<file path="src/hw/rac_map.svh">
`ifndef RAC_MAP_SVH
`define RAC_MAP_SVH
// Register offsets.
`define RAC_A1_FIRST 8'h07
`define RAC_A1_LAST 8'h0a
`define RAC_A2_FIRST 8'h0b
`define RAC_A2_LAST 8'h0d
`define RAC_CTRL 8'h0e
`define RAC_STAT 8'h0f
// Reset values.
`define RAC_CTRL_RST 8'h1c
`define RAC_STAT_RST 8'hc8
// Field positions shared by the alarm bytes.
`define RAC_MASK_BIT 7
`define RAC_DYDT_BIT 6
// Control bit positions.
`define RAC_C_OSC_DISABLE_ON_BATTERY 7
`define RAC_C_BBW 6
`define RAC_C_FORCE_TEMP_CONVERSION 5
`define RAC_C_RS2 4
`define RAC_C_RS1 3
`define RAC_C_SEL 2
`define RAC_C_IE2 1
`define RAC_C_IE1 0
// Status bit positions.
`define RAC_S_OSF 7
`define RAC_S_BBK 6
`define RAC_S_CR1 5
`define RAC_S_CR0 4
`define RAC_S_KHZ 3
`define RAC_S_BSY 2
`define RAC_S_F2 1
`define RAC_S_F1 0
// Timing.
`define RAC_CLK_MHZ 100
`define RAC_BUSY_DLY_US 2000
// Divider taps on the reference edge counter for each wave rate.
`define RAC_TAP_1HZ 14
`define RAC_TAP_1K 4
`define RAC_TAP_4K 2
`define RAC_TAP_8K 1
`endif

</file>
<file path="src/hw/rac_pkg.sv">
package rac_pkg;
  // Timekeeping values after the once-per-second update, BCD as stored.
  typedef struct packed {
    logic [7:0] sec;
    logic [7:0] min;
    logic [7:0] hour;
    logic [7:0] day;
    logic [7:0] date;
  } rac_time_s;
  // Register access strobes with address and data.
  typedef struct packed {
    logic wr;
    logic rd;
    logic [7:0] addr;
    logic [7:0] wdata;
  } rac_req_s;
  // Forced conversion sequencer states.
  typedef enum logic [2:0] {
    RAC_IDLE = 3'b001,
    RAC_HOLD = 3'b010,
    RAC_RUN = 3'b100
  } rac_force_temp_conversion_e;
endpackage : rac_pkg

</file>
<file path="src/hw/rac_alarm_ctrl.sv">
// What this block does
// - Alarm one 07h-0Ah, alarm two 0Bh-0Dh.
// - Bit 7 masks field; unmasked fields must equal.
// - Bit 6 picks date (0) or weekday (1).
// - Match sets that alarm's flag.
// - Pin asserts when flag, enable and select.
// - Matches checked only on second update.
// - Alarm one mask table sets repeat rate.
// - Alarm two table; seconds always zero.
// - Oscillator stops only on battery when disabled.
// - Pin floats below the trip point unless enabled.
// - Convert write starts conversion only when idle.
// - Convert reads one until conversion completes.
// - Busy unaffected about 2ms after forcing.
// - Rate bits select 1Hz to 8.192kHz.
// - Select zero gives wave, one gives interrupt.
// - Flags set regardless of enables.
// - Control powers up with 0x1c.
// - Status register bit layout as given.
// - Active alarm interrupt drives pin low.
// - Flags clear only by writing zero.
// - Busy follows sensor conversion signal.
`include "rac_map.svh"
`timescale 1ns/100ps
`default_nettype none
module rac_alarm_ctrl #(
  parameter int BUSY_DLY_CYC = `RAC_BUSY_DLY_US * `RAC_CLK_MHZ
) (
  input wire logic sys_clk,
  input wire logic rst_n,
  input wire rac_pkg::rac_req_s req,
  output logic [7:0] reg_rdata,
  input wire rac_pkg::rac_time_s time_now,
  input wire logic sec_tick,
  input wire logic ref_clk_in,
  input wire logic on_battery_in,
  input wire logic below_trip_in,
  input wire logic sensor_busy,
  input wire logic sensor_done,
  output logic force_temp_conversion_start,
  output logic osc_enable,
  output logic [1:0] force_temp_conversion_rate,
  output logic khz_out_enable,
  output logic battery_khz_out_enable,
  output logic irq_wave_pin_o,
  output logic irq_wave_pin_oe
);
  import rac_pkg::*;

  //////////////////////////////////////////////////////////////////////////////
  // Helpers.

  // A field matches when it is masked or equal to the running value.
  function automatic logic fld_ok(input logic [7:0] a, input logic [7:0] t);
    fld_ok = a[`RAC_MASK_BIT] | (a[6:0] == t[6:0]);
  endfunction : fld_ok

  // The day/date byte compares weekday or date by its selector.
  function automatic logic dd_ok(input logic [7:0] a, input rac_time_s t);
    if (a[`RAC_DYDT_BIT]) begin
      dd_ok = a[`RAC_MASK_BIT] | (a[3:0] == t.day[3:0]);
    end else begin
      dd_ok = a[`RAC_MASK_BIT] | (a[5:0] == t.date[5:0]);
    end
  endfunction : dd_ok

  //////////////////////////////////////////////////////////////////////////////
  // Pin synchronisers, two flops each before anything reads them.

  logic [2:0] meta_q; // First stage, read only by the second.
  logic [2:0] sync_q; // Second stage: reference clock, battery, trip.
  logic ref_prev_q; // Previous reference level for edge finding.
  always_ff @(posedge sys_clk or negedge rst_n) begin
    if (!rst_n) begin
      meta_q <= 3'h0;
      sync_q <= 3'h0;
      ref_prev_q <= 1'b0;
    end else begin
      meta_q <= {below_trip_in, on_battery_in, ref_clk_in};
      sync_q <= meta_q;
      ref_prev_q <= sync_q[0];
    end
  end
  logic on_batt; // Running from the backup supply.
  logic below_trip; // Main supply below the power-fail point.
  logic ref_rise; // One rising edge of the reference clock.
  assign on_batt = sync_q[1];
  assign below_trip = sync_q[2];
  assign ref_rise = sync_q[0] & ~ref_prev_q;

  //////////////////////////////////////////////////////////////////////////////
  // Register storage and next values.

  logic [7:0] alm_q [0:6]; // Alarm bytes, index 0 at the first alarm seconds.
  logic [7:0] alm_d [0:6];
  logic [7:0] ctrl_q; // Control register.
  logic [7:0] ctrl_d;
  logic [7:0] stat_q; // Status register; busy is live.
  logic [7:0] stat_d;
  logic [7:0] rdata_d;
  logic [14:0] div_q; // Reference edge counter for the square wave.
  logic [14:0] div_d;
  logic tick; // Second update, frozen while the oscillator is stopped.
  logic match1; // First alarm matches the new time.
  logic match2; // Second alarm matches the new time.
  logic wr_ctl; // Host writes the control register.
  logic wr_stat; // Host writes the status register.
  rac_force_temp_conversion_e force_temp_conversion_q; // Forced conversion state.
  rac_force_temp_conversion_e force_temp_conversion_d;
  logic [17:0] dly_q; // Cycles spent holding before the sensor request.
  logic [17:0] dly_d;

  assign osc_enable = ~(ctrl_q[`RAC_C_OSC_DISABLE_ON_BATTERY] & on_batt);
  assign tick = sec_tick & osc_enable;
  assign wr_ctl = req.wr & (req.addr == `RAC_CTRL);
  assign wr_stat = req.wr & (req.addr == `RAC_STAT);

  // Alarm one compares seconds, minutes, hours and day/date.
  assign match1 = fld_ok(alm_q[0], time_now.sec) & fld_ok(alm_q[1], time_now.min)
    & fld_ok(alm_q[2], time_now.hour) & dd_ok(alm_q[3], time_now);
  // Alarm two has no seconds byte and fires only at zero seconds.
  assign match2 = (time_now.sec == 8'h00) & fld_ok(alm_q[4], time_now.min)
    & fld_ok(alm_q[5], time_now.hour) & dd_ok(alm_q[6], time_now);

  // Next values of every host-visible byte, including flag setting and reads.
  always_comb begin
    for (int i = 0; i < 7; i++) begin
      alm_d[i] = alm_q[i];
      // Alarm bytes sit from the first alarm's seconds upward.
      if (req.wr && (req.addr == (`RAC_A1_FIRST + 8'(i)))) begin
        alm_d[i] = req.wdata;
      end
    end
    ctrl_d = ctrl_q;
    if (wr_ctl) begin
      ctrl_d = req.wdata;
      ctrl_d[`RAC_C_FORCE_TEMP_CONVERSION] = 1'b0; // The convert bit lives in the sequencer.
    end
    stat_d = stat_q;
    if (wr_stat) begin
      // Flags and the stop flag only take a written zero.
      stat_d[`RAC_S_OSF] = stat_q[`RAC_S_OSF] & req.wdata[`RAC_S_OSF];
      stat_d[`RAC_S_BBK] = req.wdata[`RAC_S_BBK];
      stat_d[`RAC_S_CR1] = req.wdata[`RAC_S_CR1];
      stat_d[`RAC_S_CR0] = req.wdata[`RAC_S_CR0];
      stat_d[`RAC_S_KHZ] = req.wdata[`RAC_S_KHZ];
      stat_d[`RAC_S_F2] = stat_q[`RAC_S_F2] & req.wdata[`RAC_S_F2];
      stat_d[`RAC_S_F1] = stat_q[`RAC_S_F1] & req.wdata[`RAC_S_F1];
    end
    stat_d[`RAC_S_BSY] = 1'b0;
    // Hardware sets after the clear so a same-cycle event survives.
    if (!osc_enable) begin
      stat_d[`RAC_S_OSF] = 1'b1;
    end
    if (tick && match1) begin
      stat_d[`RAC_S_F1] = 1'b1;
    end
    if (tick && match2) begin
      stat_d[`RAC_S_F2] = 1'b1;
    end
    rdata_d = reg_rdata;
    if (req.rd) begin
      rdata_d = 8'h00;
      if ((req.addr >= `RAC_A1_FIRST) && (req.addr <= `RAC_A2_LAST)) begin
        rdata_d = alm_q[3'(req.addr - `RAC_A1_FIRST)];
      end else if (req.addr == `RAC_CTRL) begin
        rdata_d = ctrl_q;
        // While running, the convert bit tracks busy so that both fall together.
        rdata_d[`RAC_C_FORCE_TEMP_CONVERSION] = (force_temp_conversion_q == RAC_HOLD)
          | ((force_temp_conversion_q == RAC_RUN) & sensor_busy);
      end else if (req.addr == `RAC_STAT) begin
        rdata_d = stat_q;
        rdata_d[`RAC_S_BSY] = sensor_busy;
      end
    end
    div_d = ref_rise ? (div_q + 15'h0001) : div_q;
  end

  // Register every byte; reset gives the power-up values.
  always_ff @(posedge sys_clk or negedge rst_n) begin
    if (!rst_n) begin
      for (int i = 0; i < 7; i++) begin
        alm_q[i] <= 8'h00;
      end
      ctrl_q <= `RAC_CTRL_RST;
      stat_q <= `RAC_STAT_RST;
      reg_rdata <= 8'h00;
      div_q <= 15'h0000;
    end else begin
      for (int i = 0; i < 7; i++) begin
        alm_q[i] <= alm_d[i];
      end
      ctrl_q <= ctrl_d;
      stat_q <= stat_d;
      reg_rdata <= rdata_d;
      div_q <= div_d;
    end
  end

  assign force_temp_conversion_rate = {stat_q[`RAC_S_CR1], stat_q[`RAC_S_CR0]};
  assign khz_out_enable = stat_q[`RAC_S_KHZ];
  assign battery_khz_out_enable = stat_q[`RAC_S_BBK];

  //////////////////////////////////////////////////////////////////////////////
  // Forced temperature conversion.

  // A request is taken only when idle and the sensor is not converting, then
  // held for the busy delay so an early busy read sees the old state.
  always_comb begin
    force_temp_conversion_d = force_temp_conversion_q;
    dly_d = dly_q;
    force_temp_conversion_start = 1'b0;
    case (force_temp_conversion_q)
      RAC_IDLE: begin
        dly_d = 18'h00000;
        if (wr_ctl && req.wdata[`RAC_C_FORCE_TEMP_CONVERSION] && !sensor_busy) begin
          force_temp_conversion_d = RAC_HOLD;
        end
      end
      RAC_HOLD: begin
        dly_d = dly_q + 18'h00001;
        if (dly_q == 18'(BUSY_DLY_CYC - 1)) begin
          force_temp_conversion_start = 1'b1;
          force_temp_conversion_d = RAC_RUN;
        end
      end
      RAC_RUN: begin
        if (sensor_done) begin
          force_temp_conversion_d = RAC_IDLE;
        end
      end
      default: begin
        force_temp_conversion_d = RAC_IDLE;
      end
    endcase
  end

  always_ff @(posedge sys_clk or negedge rst_n) begin
    if (!rst_n) begin
      force_temp_conversion_q <= RAC_IDLE;
      dly_q <= 18'h00000;
    end else begin
      force_temp_conversion_q <= force_temp_conversion_d;
      dly_q <= dly_d;
    end
  end

  //////////////////////////////////////////////////////////////////////////////
  // Shared interrupt and square-wave pin, open drain and active low.

  logic wave; // Selected square wave.
  logic irq_act; // An enabled alarm flag is pending.
  logic pin_off; // Main supply below trip without pin enable: pin floats.
  always_comb begin
    case ({ctrl_q[`RAC_C_RS2], ctrl_q[`RAC_C_RS1]})
      2'b00: wave = div_q[`RAC_TAP_1HZ];
      2'b01: wave = div_q[`RAC_TAP_1K];
      2'b10: wave = div_q[`RAC_TAP_4K];
      default: wave = div_q[`RAC_TAP_8K];
    endcase
  end
  assign irq_act = (stat_q[`RAC_S_F1] & ctrl_q[`RAC_C_IE1])
    | (stat_q[`RAC_S_F2] & ctrl_q[`RAC_C_IE2]);
  assign pin_off = below_trip & ~ctrl_q[`RAC_C_BBW];
  assign irq_wave_pin_o = 1'b0;
  // Drive low for an alarm in interrupt mode, or for the wave's low half.
  assign irq_wave_pin_oe = ~pin_off & (ctrl_q[`RAC_C_SEL] ? irq_act : ~wave);
endmodule : rac_alarm_ctrl
`default_nettype wire

</file>
<file path="config.mk">
export PLATFORM = sky130hd
export DESIGN_NAME = rac_alarm_ctrl
export DESIGN_NICKNAME = d
export VERILOG_FILES = /design/src/hw/rac_pkg.sv /design/src/hw/rac_alarm_ctrl.sv
export VERILOG_INCLUDE_DIRS = /design/src /design/src/hw
export SDC_FILE = /design/constraint.sdc
export NUM_CORES = 1
export LEC_CHECK = 0
export ABC_AREA = 1
export BUFFER_PORTS_ARGS = -buffer_cell sky130_fd_sc_hd__buf_2
export CAP_MARGIN = 20
export CELL_PAD_IN_SITES_DETAIL_PLACEMENT = 1
export CELL_PAD_IN_SITES_GLOBAL_PLACEMENT = 1
export CORE_ASPECT_RATIO = 0.5
export CORE_MARGIN = 2
export CORE_UTILIZATION = 40
export CTS_BUF_LIST = sky130_fd_sc_hd__clkbuf_4
export DETAILED_ROUTE_END_ITERATION = 8
export MAX_ROUTING_LAYER = met4
export PLACE_DENSITY = 0.89
export SYNTH_ARGS = -nofsm -noshare
export SYNTH_HDL_FRONTEND = slang
export SYNTH_SLANG_ARGS = --single-unit
</file>
<file path="constraint.sdc">
create_clock -name sys_clk -period 1.5 [get_ports sys_clk]
set_input_delay 0.3 -clock sys_clk [delete_from_list [all_inputs] [get_ports sys_clk]]
set_output_delay 0.3 -clock sys_clk [all_outputs]
set_load 0.005 [all_outputs]
</file>
# Yosys cells after proc, flatten, opt, wreduce, memory -nomap -nowiden
# Cells that the tools add are included.
# word_totals
output_inout_bits	16
in_bits	66
register_bits	121
latch_bits	0
wordCells	130
mem_bits_rw	0
memories	0
romBits	0
# op_classes
reduce_logical	20
bitwise	36
multipliers	0
add_sub_neg	3
eq_ne	27
muxes	22
div	0
n_lt_le_gt_ge	3
shifts	0
# op_table
cell	count
8-bit by 4-bit == test with 1-bit output, second input constant	8
8-bit 2-to-1 mux	5
18-bit case mux with 2 select lines	1
7-bit == test	5
8-bit binary-select mux with 3-bit select	1
1-bit AND	19
18-bit by 1-bit adder with 18-bit output, second input constant	1
18-bit == test, second input constant	1
15-bit by 1-bit adder with 15-bit output, second input constant	1
6-bit == test	2
1-bit logical AND	12
1-bit bitwise OR	11
3-bit 2-to-1 mux	3
3-bit case mux with 3 select lines	1
4-bit == test	2
8-bit by 3-bit == test with 1-bit output, second input constant	1
8-bit by 3-bit greater-or-equal comparator with 1-bit output, second input constant	1
8-bit by 4-bit <= comparator with 1-bit output, second input constant	1
8-bit zero test	1
1-bit 2-to-1 mux	8
2-bit nonzero test	4
5-bit 2-to-1 mux	1
1-bit inverter	5
4-bit greater-or-equal comparator, second input constant	1
other kinds (14)	15

# Logic depth before layout (Yosys ltp)
# depth
word_depth	7
mapped_depth	13
mapped_depth_nobuf	11

# Least setup slack after synthesis
# No wires, ideal clock.
# synth_timing
path_type	input -> register
from	input req[8] in the netlist's numbering
to	register reg_rdata[1]
path_slack_ns	-0.431
stages	12
t_arrival_ns	1.866
setup_ns	0.065
required_ns	1.435
path_buffers	3
cell_sequence	buf_2 -> inv_1 -> buf_2 -> ha_1 -> inv_1 -> clkbuf_1 -> o21ai_0 -> o211ai_1 -> nand3_1 -> nand2_1 -> nand2_1 -> nand2_1
# synth_between
elab_chain_len	6
word_cells_on_any_way	13
classes_between	add/sub (1); order compare (2); eq/ne (2); mux (6); bitwise (1); reduce/logical (1)
# synth_rtl
element	line	text
from (decl)	rac_alarm_ctrl.sv:31	input wire rac_pkg::rac_req_s req,
3-bit subtractor (no line)	n/a	
3-bit inverter with 4-bit output	rac_alarm_ctrl.sv:165	rdata_d = alm_q[3'(req.addr - `RAC_A1_FIRST)];
8-bit binary-select mux with 3-bit select	rac_alarm_ctrl.sv:165	
8-bit 2-to-1 mux (2 in series)	rac_alarm_ctrl.sv:165	
8-bit 2-to-1 mux *	rac_alarm_ctrl.sv:164	if ((req.addr >= `RAC_A1_FIRST) && (req.addr <= `RAC_A2_LAST)) begin
to (signal assigned)	rac_alarm_ctrl.sv:195	reg_rdata <= rdata_d;
to (decl)	rac_alarm_ctrl.sv:32	output logic [7:0] reg_rdata,
# Mark *: on every way between the ends. The rest lies on a longest branch, timed or not. The select of a mux whose other input is x is not followed.
# A chain may end at the register's enable or synchronous reset.

# Worst setup path after layout
# layout_timing
from	register dly_q[0]
to	output force_temp_conversion_start
# layout_between
elab_chain_len	3
# layout_rtl
element	line	text
from (decl)	rac_alarm_ctrl.sv:110	logic [17:0] dly_q;
from (signal assigned)	rac_alarm_ctrl.sv:244	dly_q <= dly_d;
18-bit == test	rac_alarm_ctrl.sv:222	if (dly_q == 18'(BUSY_DLY_CYC - 1)) begin
1-bit 2-to-1 mux	rac_alarm_ctrl.sv:222	
1-bit 2-to-1 mux	rac_alarm_ctrl.sv:213	case (force_temp_conversion_q)
to (decl)	rac_alarm_ctrl.sv:40	output logic force_temp_conversion_start,
# No other way between the ends.

==> impl_metrics.tcl <==
set metrics [dict create \
    dp_hpwl_um 16350 \
    drive_gt1_frac 0.2529 \
    post_drt_via_cell_ratio 5.272 \
    synth.distinct_cells 37 \
    worst_slew_pin_slew_ns 0.5311 \
    grt_max_degree 44 \
    grt.overflow.total 0 \
    start_util 0.4079 \
    fin_crit_sh 1.393 \
    ys_seq_area_frac 0.4565 \
    synth_nets 955 \
    cts-root-buf "clkbuf_4" \
    synth_cells 882 \
    powerDensity_nw_per_um2 829.9 \
    r2r_cells 9 \
    synth-edff-count 0 \
    synthTopCellsByArea "dfrtp_1, nand2_1, inv_1" \
    cts-htree-levels 4 \
    multiInputGateArea_um2 3357 \
    hp-class "primary input to register" \
    async_flop_share 1.000 \
    core-area_um2 16310 \
    grt_use_total 0.2653 \
    ys.flop_type "dfrtp_1" \
    max_slew_margin 0.6455 \
    clockBufferDepth 2 \
    finalCoreUtilization 0.5195 \
    fmax_mhz 478.7 \
    die_h_um 95.19 \
    numCtsBuffers 17 \
    clk_latency_ns 0.55 \
    fp.dieW_um 186.4 \
    die-area_um2 17740 \
    rsz0062_at_grt "yes" \
    status "finished with violations" \
    wl_per_cell_um 18.28 \
    fillers 2034 \
    synth_seq_cells 121 \
    io_buffer_count 72 \
    worstSetupPathType "register to output port" \
    crit_fanout 2 \
    fin_area_um2 8473 \
    firstDrtPassIters 5 \
    min_period_ns 2.089 \
    synth_area_um2 6653 \
    finalPower_mw 7.032 \
    synth.most_common_cell "nand2_1" \
    hold_depth 3 \
    routed_wl_um 23320 \
    io-pin-count 82 \
    setup_violations 12 \
    drv_cap 0 \
    fin_ws_ns -0.5888 \
    p_leak_nw 4.089 \
    violations "negative setup slack" \
    gp_congestion 0.8584 \
    fin_skew_ns 0.03057 \
    row_count 33 \
    cp.required_ns 1.20 \
    hold_viol 0 \
    hp-start "req[0]" \
    grt_pass1_vias 6934 \
    startpoint_type "register" \
    grt_pass1_wl_um 35090 \
    place_area_um2 7735 \
    startpoint "dly_q[0]" \
    drv_slew 0 \
    cts.sinks 121 \
    critPathArrivalTime_ns 1.79 \
    worstSetupEndpointType "output port" \
    ant_nets 0 \
    num_vias 6727 \
    r2r-start "dly_q[0]" \
    avgSynthCellArea_um2 7.543 \
    synth_top_area_frac 0.4288 \
    yosysWarnings 0 \
    syn_to_final_growth_pct 27.37 \
    drtIter0Drc 395 \
    antenna_found_initial 1 \
    nets 1108 \
    synth_top_area_cell "dfrtp_1" \
    cts_tree "done" \
    seqCellArea_um2 3039 \
    clkSlewWorstSetupHoldPaths_ns 0.12 \
    max-vdd-ir-drop_mv 0.4681 \
    drc 0 \
    synth_common_cells "nand2_1, dfrtp_1, inv_1" \
]
-- critical path: stages, from the launching register on --
cell and delay (ns):
dfrtp_1 0.39, ha_2 0.20, nand2_2 0.05, inv_2 0.07
nand2_4 0.06, nor2_4 0.09, nand3b_1 0.13, nor2_2 0.12
buf_2 0.12
-- metrics by stage --
stage               setup TNS, ns  cells  hold WS [ns]  setup slack [ns]
detailed placement         -4.490   1212        0.1775           -0.2431
floorplan                -0.08883    882      0.004409          -0.01457
global route               -3.681   1276       0.02692           -0.6925
CTS                        -2.417   1260       0.01388           -0.6150
finish                     -1.808   1276       0.03420           -0.5888
global placement           -1.906   1212        0.1739           -0.1788
-- where the power goes --
group          internal [mW]  leakage (nW)  switching (mW)
Clock                  0.839         0.131            1.35
Combinational          0.494          2.33           0.712
Sequential              3.44          1.63           0.196
Total                   4.78          4.09            2.26
-- layer usage --
metal | track usage | routed length [µm] | vias up
li1 | - | - | 3138
met3 | 0.04821 | 1078 | 62
met2 | 0.4866 | 12040 | 176
met1 | 0.2924 | 9497 | 3351
met4 | 0.1067 | 708 | 0
met5 | - | 0 | -
-- repair_timing --
item	CTS	global route
setup endpoints to repair	16	29
setup buffers	19	19
gates cloned	0	1
hold buffers	5	0
pin swaps	10	22
resized for setup	24	46
hold endpoints to repair	119	0
-- registers in the layout, summed over array words and instances, names as in the netlist --
name	cells
div_q	15
force_temp_conversion_q	3
reg_rdata	8
stat_q	7
meta_q	3
ref_prev_q	1
dly_q	18
sync_q	3
ctrl_q	7
alm_q	56
-- final cells by class --
cell class,instances,share of cell area
timing repair inverter,1,0.0008860
sequential,121,0.3587
antenna,1,0.0002953
multi-input combinational,635,0.3962
timing repair buffer,154,0.1329
tap,227,0.03352
inverter,105,0.04814
clock buffer,19,0.01683
clock inverter,13,0.01255
-- logic make-up (layout without fill, tap and decap cells) --
group	after synthesis	after routing	synth area share
other cells	1	2	0.0005637
buf+inv	126	292	0.07580
compound gates	157	157	0.1247
simple gates	429	429	0.2753
fa+ha+maj	7	7	0.01316
flops	121	121	0.4565
xor+xnor	41	41	0.05398
-- worst paths after layout --
check	endpoint	slack, ns
max	force_temp_conversion_start	-0.59
min	stat_q[0]	0.03
min reg2reg	sync_q[0]	0.36
max in group asynchronous	stat_q[3]	0.81
min in group asynchronous	dly_q[12]	0.14
max reg2reg	dly_q[9]	-0.20
-- placed cells by master, fill, tap and decap left out, types with 14 or more instances in the layout --
| master | n |
|---|---|
| xor2_1 | 14 |
| o21ai_1 | 63 |
| nand2_1 | 267 |
| buf_2 | 68 |
| inv_1 | 91 |
| buf_4 | 68 |
| nand3_1 | 45 |
| xnor2_1 | 27 |
| o21ai_0 | 46 |
| a21oi_1 | 26 |
| dfrtp_1 | 112 |
| clkbuf_4 | 19 |
| nor2_1 | 51 |
Power figures use the tool's default switching activity.
